**src/rtl/cpd_params.svh**
```systemverilog
// constants for the channel protection and diagnosis block
// assumes a 100 MHz core clock; all times are counted on it
`ifndef CPD_PARAMS_SVH
`define CPD_PARAMS_SVH
`define CPD_NCH 8
`define CPD_CLK_MHZ 100
// times in microseconds or milliseconds, cycles derived from them
`define CPD_SYNC_US 5
`define CPD_SYNC_CYC (`CPD_SYNC_US * `CPD_CLK_MHZ)
`define CPD_OFFQ_CYC (2 * `CPD_SYNC_CYC)
`define CPD_SHUT_US 7
`define CPD_SHUT_CYC (`CPD_SHUT_US * `CPD_CLK_MHZ)
`define CPD_THRSW_US 170
`define CPD_THRSW_CYC (`CPD_THRSW_US * `CPD_CLK_MHZ)
`define CPD_RETRY_MS 10
`define CPD_RETRY_CYC (`CPD_RETRY_MS * 1000 * `CPD_CLK_MHZ)
`define CPD_RETRY_PER_STAGE 8
`define CPD_RETRY_LAST 24
// register byte addresses
`define CPD_ADDR_CTRL 8'h00
`define CPD_ADDR_UNLATCH 8'h04
`define CPD_ADDR_PROBE 8'h08
`define CPD_ADDR_MON 8'h0C
`define CPD_ADDR_FAULT 8'h10
`define CPD_ADDR_MASK 8'h14
`define CPD_ADDR_PAR 8'h18
`define CPD_ADDR_STAT 8'h1C
// status register fields
`define CPD_STAT_OLSUM 0
`define CPD_STAT_LIMP 1
`endif

```
**src/rtl/cpd_pkg.sv**
```systemverilog
// types for the channel protection and diagnosis block
// assumes cpd_params.svh is included by the user of these types
`default_nettype none
package cpd_pkg;
  typedef enum logic [1:0] {
    CH_OFF = 2'b00,
    CH_HIGH = 2'b01,
    CH_LOW = 2'b10,
    CH_LATCH = 2'b11
  } cpd_chan_type;
endpackage
`default_nettype wire

```
**src/rtl/cpd_channel_protect_diag.sv**
```systemverilog
// protection, latch-off, limp-home retry and output monitor for eight channels
// assumes synchronous comparator inputs and a single-cycle register port
// Function
// - start on high threshold, switch to low after delay; a short off keeps the phase reached
// - off longer than two sync periods restores high threshold
// - overcurrent beyond shutdown delay latches channel off and sets fault flag
// - per-channel overtemperature latches off and sets same fault flag
// - writing 1 to unlatch bit releases latch; bit self-clears
// - in limp-home, channels 2 and 3 follow the input pins
// - limp-home retries at 10, 20, 40 ms, eight each, then 80 ms
// - input low over two sync periods restarts retry sequence
// - retry periods scale by doubling from the first stage
// - channel diagnostics independent unless paired in parallel
// - monitor bits show drain voltage below threshold, refreshed on read
// - one probe current enable per channel
// - open-load indication never changes switching state
// - open-load summary is OR of monitor bits of off, probed channels
// - sync period typically 5 us, qualifies off and input-low times
//
// The plain strobed port and the placing of the registers were decided locally.
`include "cpd_params.svh"
`default_nettype none
module cpd_channel_protect_diag #(
  parameter int THR_CYC = `CPD_THRSW_CYC,
  parameter int RETRY_CYC = `CPD_RETRY_CYC
) (
  input wire logic clk,
  input wire logic rst_n,
  input wire logic [7:0] addr,
  input wire logic [31:0] wdata,
  input wire logic wr,
  input wire logic rd,
  output logic [31:0] rdata,
  input wire logic [7:0] ovlHigh,
  input wire logic [7:0] ovlLow,
  input wire logic [7:0] overTemp,
  input wire logic [7:0] vdsBelow,
  input wire logic limpMode,
  input wire logic [1:0] inPin,
  output logic [7:0] chanOn,
  output logic [7:0] highThrSel,
  output logic [7:0] probeEn,
  output logic openLoadSummary,
  output logic irq
);
  localparam int N = `CPD_NCH;

  typedef struct packed {
    logic [7:0] ctrl;
    logic [7:0] unlatch;
    logic [7:0] probe;
    logic [7:0] mask;
    logic [3:0] par;
    logic [7:0] fault;
    logic [7:0] mon;
    logic [7:0] on;
    logic [7:0] hiThr;
    logic olSum;
    logic irq;
    logic [31:0] rdata;
    cpd_pkg::cpd_chan_type [7:0] st;
    logic [7:0][14:0] onCnt;
    logic [7:0][9:0] ovlCnt;
    logic [7:0][9:0] offCnt;
    logic [1:0][23:0] retryCnt;
    logic [1:0][4:0] retryNum;
    logic [1:0][9:0] lowCnt;
  } cpd_state_type;

  cpd_state_type q;
  cpd_state_type d;
  logic [1:0] rstPipe;
  logic rstSync;

  // reset released through two flops so the state flops never see an asynchronous release
  always_ff @(posedge clk or negedge rst_n) begin
    if (!rst_n) begin
      rstPipe <= 2'h0;
    end else begin
      rstPipe <= {rstPipe[0], 1'b1};
    end
  end
  assign rstSync = rstPipe[1];

  // period doubles per stage of eight retries, capped at the last stage
  function automatic logic [23:0] retryLimit(input logic [4:0] num);
    logic [1:0] stage;
    stage = (num >= 5'(`CPD_RETRY_LAST)) ? 2'h3 : num[4:3];
    retryLimit = 24'(RETRY_CYC) << stage;
  endfunction

  function automatic logic hit(input logic [7:0] a, input logic [7:0] target);
    hit = (a == target);
  endfunction

  logic [7:0] dem;
  logic [7:0] trip;
  logic [7:0] tripAll;

  always_comb begin
    d = q;
    dem = 8'h00;
    trip = 8'h00;
    tripAll = 8'h00;
    d.rdata = 32'h0;
    // limp-home hands channels 2 and 3 to the pins, all others off
    if (limpMode) begin
      dem[2] = inPin[0];
      dem[3] = inPin[1];
    end else begin
      dem = q.ctrl;
    end
    // detection per channel; monitor bits never enter here
    for (int i = 0; i < N; i++) begin
      if (q.st[i] == cpd_pkg::CH_HIGH || q.st[i] == cpd_pkg::CH_LOW) begin
        if ((q.st[i] == cpd_pkg::CH_HIGH) ? ovlHigh[i] : ovlLow[i]) begin
          d.ovlCnt[i] = q.ovlCnt[i] + 10'h1;
          if (q.ovlCnt[i] == 10'(`CPD_SHUT_CYC - 1)) begin
            trip[i] = 1'b1;
          end
        end else begin
          d.ovlCnt[i] = 10'h0;
        end
        if (overTemp[i]) begin
          trip[i] = 1'b1;
        end
      end else begin
        d.ovlCnt[i] = 10'h0;
      end
    end
    // a trip spreads only to the partner of a paralleled pair
    for (int p = 0; p < N / 2; p++) begin
      tripAll[2*p] = trip[2*p] | (q.par[p] & trip[2*p+1]);
      tripAll[2*p+1] = trip[2*p+1] | (q.par[p] & trip[2*p]);
    end
    for (int i = 0; i < N; i++) begin
      case (q.st[i])
        cpd_pkg::CH_OFF, cpd_pkg::CH_LATCH: begin
          // long off-time forgets the elapsed on-time
          if (q.offCnt[i] < 10'(`CPD_OFFQ_CYC)) begin
            d.offCnt[i] = q.offCnt[i] + 10'h1;
          end else begin
            d.onCnt[i] = 15'h0;
          end
          if (q.st[i] == cpd_pkg::CH_LATCH) begin
            if (q.unlatch[i]) begin
              d.st[i] = cpd_pkg::CH_OFF;
            end
          end else if (dem[i]) begin
            d.offCnt[i] = 10'h0;
            // resume the phase the on-time counter says
            d.st[i] = (d.onCnt[i] >= 15'(THR_CYC)) ? cpd_pkg::CH_LOW : cpd_pkg::CH_HIGH;
          end
        end
        cpd_pkg::CH_HIGH, cpd_pkg::CH_LOW: begin
          if (q.onCnt[i] < 15'(THR_CYC)) begin
            d.onCnt[i] = q.onCnt[i] + 15'h1;
          end
          // high threshold until the switch delay has run
          if (q.onCnt[i] >= 15'(THR_CYC - 1)) begin
            d.st[i] = cpd_pkg::CH_LOW;
          end
          if (!dem[i]) begin
            d.st[i] = cpd_pkg::CH_OFF;
          end
        end
        default: begin
          d.st[i] = cpd_pkg::CH_OFF;
        end
      endcase
      // latch wins over everything else this cycle
      if (tripAll[i]) begin
        d.st[i] = cpd_pkg::CH_LATCH;
        d.offCnt[i] = 10'h0;
      end
    end
    // limp-home retry timers for the two pin-driven channels
    for (int k = 0; k < 2; k++) begin
      if (inPin[k]) begin
        d.lowCnt[k] = 10'h0;
      end else if (q.lowCnt[k] < 10'(`CPD_OFFQ_CYC)) begin
        d.lowCnt[k] = q.lowCnt[k] + 10'h1;
      end
      if (q.lowCnt[k] >= 10'(`CPD_OFFQ_CYC)) begin
        d.retryNum[k] = 5'h0;
        d.retryCnt[k] = 24'h0;
      end else if (limpMode && inPin[k] && q.st[k+2] == cpd_pkg::CH_LATCH && !tripAll[k+2]) begin
        if (q.retryCnt[k] >= retryLimit(q.retryNum[k]) - 24'h1) begin
          d.retryCnt[k] = 24'h0;
          d.st[k+2] = cpd_pkg::CH_OFF;
          if (q.retryNum[k] < 5'(`CPD_RETRY_LAST)) begin
            d.retryNum[k] = q.retryNum[k] + 5'h1;
          end
        end else begin
          d.retryCnt[k] = q.retryCnt[k] + 24'h1;
        end
      end else begin
        d.retryCnt[k] = 24'h0;
      end
    end
    // self-clear one cycle after the write, whether or not a latch was released
    d.unlatch = 8'h00;
    // refresh monitor bits on each read of the monitor register
    if (rd && hit(addr, `CPD_ADDR_MON)) begin
      d.mon = vdsBelow;
    end
    d.fault = q.fault;
    if (rd) begin
      case (addr)
        `CPD_ADDR_CTRL: d.rdata = {24'h0, q.ctrl};
        `CPD_ADDR_UNLATCH: d.rdata = {24'h0, q.unlatch};
        `CPD_ADDR_PROBE: d.rdata = {24'h0, q.probe};
        `CPD_ADDR_MON: d.rdata = {24'h0, vdsBelow};
        `CPD_ADDR_FAULT: begin
          d.rdata = {24'h0, q.fault};
          d.fault = 8'h00;
        end
        `CPD_ADDR_MASK: d.rdata = {24'h0, q.mask};
        `CPD_ADDR_PAR: d.rdata = {28'h0, q.par};
        `CPD_ADDR_STAT: d.rdata = {30'h0, limpMode, q.olSum};
        default: d.rdata = 32'h0;
      endcase
    end
    // new faults set after the read-clear, so a set wins
    d.fault = d.fault | tripAll;
    if (wr) begin
      case (addr)
        `CPD_ADDR_CTRL: d.ctrl = wdata[7:0];
        `CPD_ADDR_UNLATCH: d.unlatch = wdata[7:0];
        // one probe enable bit per channel
        `CPD_ADDR_PROBE: d.probe = wdata[7:0];
        `CPD_ADDR_MASK: d.mask = wdata[7:0];
        `CPD_ADDR_PAR: d.par = wdata[3:0];
        default: d.ctrl = q.ctrl;
      endcase
    end
    for (int i = 0; i < N; i++) begin
      d.on[i] = (d.st[i] == cpd_pkg::CH_HIGH) || (d.st[i] == cpd_pkg::CH_LOW);
      d.hiThr[i] = (d.st[i] != cpd_pkg::CH_LOW);
    end
    // summary over channels that are off with probe current on
    d.olSum = |(q.mon & q.probe & ~q.on);
    d.irq = |(d.fault & q.mask);
  end

  always_ff @(posedge clk or negedge rstSync) begin
    if (!rstSync) begin
      q <= '0;
    end else begin
      q <= d;
    end
  end

  assign rdata = q.rdata;
  assign chanOn = q.on;
  assign highThrSel = q.hiThr;
  assign probeEn = q.probe;
  assign openLoadSummary = q.olSum;
  assign irq = q.irq;
endmodule
`default_nettype wire

```
**config.mk**
```make
export PLATFORM = sky130hd
export DESIGN_NAME = cpd_channel_protect_diag
export DESIGN_NICKNAME = d
export VERILOG_FILES = /design/src/rtl/cpd_pkg.sv /design/src/rtl/cpd_channel_protect_diag.sv
export VERILOG_INCLUDE_DIRS = /design/src /design/src/rtl
export SDC_FILE = /design/constraint.sdc
export NUM_CORES = 1
export LEC_CHECK = 0
export ABC_AREA = 1
export BUFFER_PORTS_ARGS = -buffer_cell sky130_fd_sc_hd__buf_2
export CAP_MARGIN = 20
export CORE_AREA = 4 4 228 230
export CTS_CLUSTER_DIAMETER = 80
export DETAILED_ROUTE_END_ITERATION = 12
export DIE_AREA = 0 0 232 234
export GPL_TIMING_DRIVEN = 0
export PLACE_DENSITY = 0.72
export SETUP_SLACK_MARGIN = 0.15
export SYNTH_ARGS = -nofsm -noshare
export SYNTH_HDL_FRONTEND = slang
export SYNTH_SLANG_ARGS = --single-unit
```
**constraint.sdc**
```tcl
create_clock -name clk -period 15.57 [get_ports clk]
set_input_delay 2.3355 -clock clk [delete_from_list [all_inputs] [get_ports clk]]
set_output_delay 2.3355 -clock clk [all_outputs]
set_load 0.005 [all_outputs]
```
; Word-level counts from Yosys, hierarchy flattened
; Cells that the tools add are included.
[totals]
word_cells = 523
register_bits = 478
[op_classes]
n_bitwise = 21
shift = 2
n_reduce_logical = 74
add_sub_neg = 32
n_eq_ne = 71
order_cmp = 42
n_mux = 230
[op_table]
columns = op, n
row1 = 10-bit two-way mux, 60
row2 = 15-bit two-way mux, 24
row3 = "15-bit >= comparator, second input constant", 16
row4 = 15-bit one-hot mux with 2 select lines, 8
row5 = "10-bit by 1-bit adder with 10-bit output, second input constant", 18
row6 = 24-bit two-way mux, 6
row7 = 2-bit two-way mux, 66
row8 = "15-bit by 1-bit adder with 15-bit output, second input constant", 8
row9 = "15-bit less-than comparator, second input constant", 8
row10 = "10-bit less-than comparator, second input constant", 10
row11 = "10-bit == test, second input constant", 8
row12 = 8-bit one-hot mux with 8 select lines, 1
row13 = "24-bit by 1-bit adder with 24-bit output, second input constant", 2
row14 = "2-bit == test, second input constant", 24
row15 = 24-bit >= comparator, 2
row16 = 8-bit two-way mux, 6
row17 = "20-bit by 2-bit << shifter with 24-bit output, first input constant", 2
row18 = "24-bit by 1-bit subtractor with 24-bit output, second input constant", 2
row19 = 1-bit two-way mux, 40
row20 = 5-bit two-way mux, 8
row21 = "2-bit by 1-bit == test with 1-bit output, second input constant", 16
row22 = "8-bit by 5-bit == test with 1-bit output, second input constant", 4
row23 = "2-bit != test, second input constant", 16
row24 = 2-bit one-hot mux with 2 select lines, 8
row25 = other kinds (23), 109

; Longest topological paths before layout
[depth]
ltp_word = 14
ltp_mapped = 17
depth_no_buf = 17

; Worst setup path before layout
; No wires, ideal clock.
[synth_timing]
kind = input -> register
from = input limpMode
to = register q (netlist bit chanOn[4])
t_arrival_ns = 3.595
setup_ns = 0.113
cell_stages = 9
slack_ns = 11.863
path_cell_list = buf_4 -> nor2_1 -> nand2_1 -> nand3_1 -> nand2_1 -> a21oi_1 -> o21ai_0 -> ha_1 -> inv_1
[synth_rtl]
columns = item, line_no
row1 = from (decl), cpd_channel_protect_diag.sv:38  ; input wire logic limpMode,
row2 = to (signal assigned), cpd_channel_protect_diag.sv:248  ; q <= '0;
row3 = to (signal assigned), cpd_channel_protect_diag.sv:250  ; q <= d;
row4 = to (decl), cpd_channel_protect_diag.sv:70  ; cpd_state_type q;

; Worst setup path after layout
[layout_timing]
from = register q (netlist bit chanOn[3])
to = output chanOn[3]
[layout_rtl]
columns = item, line_no
row1 = to (decl), cpd_channel_protect_diag.sv:40  ; output logic [7:0] chanOn,
; No word-level cell between the ends.

==> summary.md <==
| Metric | Value |
|---|---|
| CTS root buf | clkbuf_16 |
| Crit share post-route | 0.236 |
| Critical Path RT | roughly 13 ns |
| Slowest Stage Delay on Critical Path | 0.45 ns |
| Post-synth top area share | 0.418 |
| GR Overflow Total | 0 |
| Critical Path Source Type | register |
| Synth Flop Type | dfrtp_1 |
| Final Hold Viols | 0 |
| Number of I/O pins | approximately 140 |
| WP data arrival | about 1.3 ns |
| Die ar. | between 0.05 and 0.06 mm^2 |
| Pwr Density | approximately 140 mW/mm^2 |
| Fin worst setup slack | between 10 and 15 ns |
| #FFs+latches synth | about 450 |
| Area leader, netlist | dfrtp_1 |
| Max-cap violations | 0 |
| Number of flops mapped to enable cells by yosys | 0 |
| CP delay by family, top | flip-flops |
| Final #Nets | between 3000 and 4000 |
| Peak supply drop | 0.105 mV |
| F_max | approximately 0.27 GHz |
| Setup WS pre-CTS | about 11 ns |
| Total wire length | between 60000 and 70000 um |
| Area delta synth->final | 12.3% |
| Synth warnings | 0 |
| Initial antenna violation count | 12 |
| CP cell instances | buf_4 -> buf_2 |
| Leak pwr | 14.5 nW |
| Final ANT Viol Nets | 0 |
| Final core occ | 0.612 |
| Worst Tran Pin Value | 0.658 ns |
| Synth Area per Inst | 7.59 um^2 |
| Outcome | complete, no violations |
| CTS H-Tree Depth | 2 |
| # hold bufs at CTS | 0 |
| Async SR Flop Fraction | 1.00 |
| Vias | ~24000 |
| Final setup fails | 0 |
| Register area share after synthesis | 0.418 |
| Clock skew | just under 0.02 ns |
| Post-CTS setup buffers | 0 |
| Total CTS buffers | 52 |
| First-pass GRT wire length | between 100000 and 150000 um |
| Routed wire length per instance | around 14 um |
| GPL Wtd Cong | ~0.90 |
| CTS resizes | 0 |
| CP max-delay cell | dfrtp_1 |
| Count of pins over their slew limit | 0 |
| DRC Markers | 0 |
| Row count | between 80 and 90 |
| Max clock buf depth | 3 |
| Fin Setup TNS | 0 ns |
| Die Y | ~230 um |
| Clk sink count | 454 |
| Setup crit end kind | primary output |
| Mapped Cells | roughly 3600 |
| Synthesized cell area | approximately 0.027 mm^2 |
| Largest fanout on the critical path | 2 |
| Fraction of layout cells with a size suffix above 1 | 0.107 |
| DRT iter0 DRCs | between 1500 and 2000 |
| Critical path class | register to primary output |
| Hold WC Path Type | register to asynchronous set/reset pin |
| I/O Buffers | 88 |
| CTS clk-pin slew, worst paths | 0.06 ns |
| DR vias/cell | between 5 and 6 |
| Die width | 232 um |
| TritonCTS clock tree | yes |
| DP Wirelength | ~46000 um |
| Relative slew slack | 0.558 |
| Fin area | 0.0305 mm^2 |
| Minimum clock period | between 3 and 4 ns |
| Main area contributors after synthesis | dfrtp_1 (42%), nand2_1 (10%), inv_1 (6.2%), nor2_1 (6.2%), nand3_1 (6.0%) |
| Fin Hold WS | between 0.2 and 0.25 ns |
| Largest net degree at the start of global routing | 71 |
| Number of buffers and inverters on the critical path | 2 |
| Core Region | 0.0499 mm^2 |
| RSZ-0062 raised after global routing | false |
| Vias in the first global route | between 20000 and 25000 |
| Overall routing resource usage | 0.231 |
| Cell Area, Placed | approximately 0.029 mm^2 |
| Clk_lat worst skew | 0.61 ns |
| Drt pass-1 iters | 7 |
| Post-synth cell types | 60 |
| Starting Density | 0.545 |
## final timing paths
path	from	to	slack, ns	cells past startpoint
worst max-delay path	chanOn[3]	chanOn[3]	11.89	2
worst max register to register	q[24]	chanOn[2]	12.41	15
max in group asynchronous	rstPipe[1]	q[18]	13.75	4
min in group clk	rstPipe[0]	rstPipe[1]	0.35	0
worst min register to register	rstPipe[1]	q[212]	0.24	0
worst min-delay path	rstPipe[1]	q[212]	0.24	0
## worst reg2reg max path: stages (launching register included)
cell	delay, ns
dfrtp_1	0.50
ha_1	0.37
nor2_1	0.17
nor3_1	0.26
o21ai_0	0.18
ha_1	0.33
nand2_1	0.05
nor2_1	0.13
nand2_1	0.07
nor2_1	0.11
o21ai_0	0.14
nand3_1	0.17
nand2_1	0.16
o21a_1	0.14
ha_1	0.26
inv_1	0.03
## area by class of cell
class / instances / area (um^2)
sequential: 454 / 11400
fill: 4499 / 19300
tap: 672 / 841
multi-input combinational: 2577 / 13400
timing repair buffer: 95 / 633
clock buffer: 66 / 1480
inverter: 474 / 1790
antenna: 6 / 15.0
buffer: 101 / 706
clock inverter: 31 / 282
## cell families after synthesis
logic type / share of synthesized area
compound gates: 0.112
xor+xnor: 0.0329
fa+ha+maj: 0.0497
buf+inv: 0.0917
flops: 0.418
mux: 0.00350
other cells: 0.000276
simple gates: 0.292
## synth_stat cells (5+ instances only)
library cell,number
nor2_2,14
o21ai_1,26
nor3_2,8
o31ai_1,12
o211ai_1,7
o21ai_2,20
a221oi_1,8
o21ai_0,209
a31oi_1,8
buf_4,60
ha_1,108
nand2_2,21
nand3_1,327
buf_6,11
buf_1,5
inv_2,20
nand3_2,12
o21a_1,16
clkbuf_1,10
buf_2,15
nand2_1,752
a211oi_1,5
xor2_1,64
o22ai_1,13
nor4_1,6
nor3_1,102
a22oi_1,6
inv_1,452
dfrtp_1,454
nand3b_1,12
nand4_1,66
mux2i_1,5
nand2_4,5
nor3b_1,6
a21o_1,5
nor2_4,7
a21oi_1,176
xnor2_1,38
nor2_1,447
## where the power goes
group / switching (W) / internal, W
logic: 0.000988 / 0.000482
registers: 0.000170 / 0.00136
clock network: 0.000511 / 0.000725
## layout by cell type, fill, tap and decap left out, types with 7 or more instances in the layout
cell / netlist / final
xnor2_1: 38 / 38
a21oi_1: 176 / 176
o21ai_1: 26 / 26
clkbuf_16: 0 / 53
clkbuf_1: 10 / 13
o22ai_1: 13 / 13
inv_2: 20 / 20
nor3_2: 8 / 8
conb_1: 2 / 25
nand2_1: 752 / 752
inv_1: 452 / 452
buf_2: 15 / 103
o21a_1: 16 / 16
inv_6: 1 / 7
a221oi_1: 8 / 8
nand3b_1: 12 / 12
dfrtp_1: 454 / 453
nor2_4: 7 / 7
nand2_2: 21 / 21
o21ai_0: 209 / 209
nor2_2: 14 / 14
clkinv_2: 0 / 13
nand3_1: 327 / 327
ha_1: 108 / 108
o211ai_1: 7 / 7
o21ai_2: 20 / 20
buf_4: 60 / 60
xor2_1: 64 / 64
clkbuf_8: 0 / 10
nor3_1: 102 / 102
o31ai_1: 12 / 12
buf_6: 11 / 11
nor2_1: 447 / 447
buf_16: 0 / 7
nand3_2: 12 / 12
nand4_1: 66 / 66
a31oi_1: 8 / 8
## registers in the layout (all words and copies together) (netlist names)
signal and cells:
openLoadSummary 1, rstPipe 2, chanOn 8, q 418, rdata 8, highThrSel 8, irq 1, probeEn 8
## through the flow
step,instances,total power [W]
final,4476,0.00423
after floorplan,3606,0.00260
after detailed placement,4373,0.00301
after CTS,4470,0.00427
after global placement,4366,0.00297
after global routing,4474,0.00457
## layer usage
metal / global-route usage / vias to the layer above / share of wire
li1: - / 12000 / -
met1: 0.328 / 11000 / 0.47
met2: 0.367 / 486 / 0.45
met3: 0.0458 / 104 / 0.061
met4: 0.0603 / 12 / 0.021
met5: 0 / - / 0.0017
Note: power is estimated with default switching activity, not from simulation.
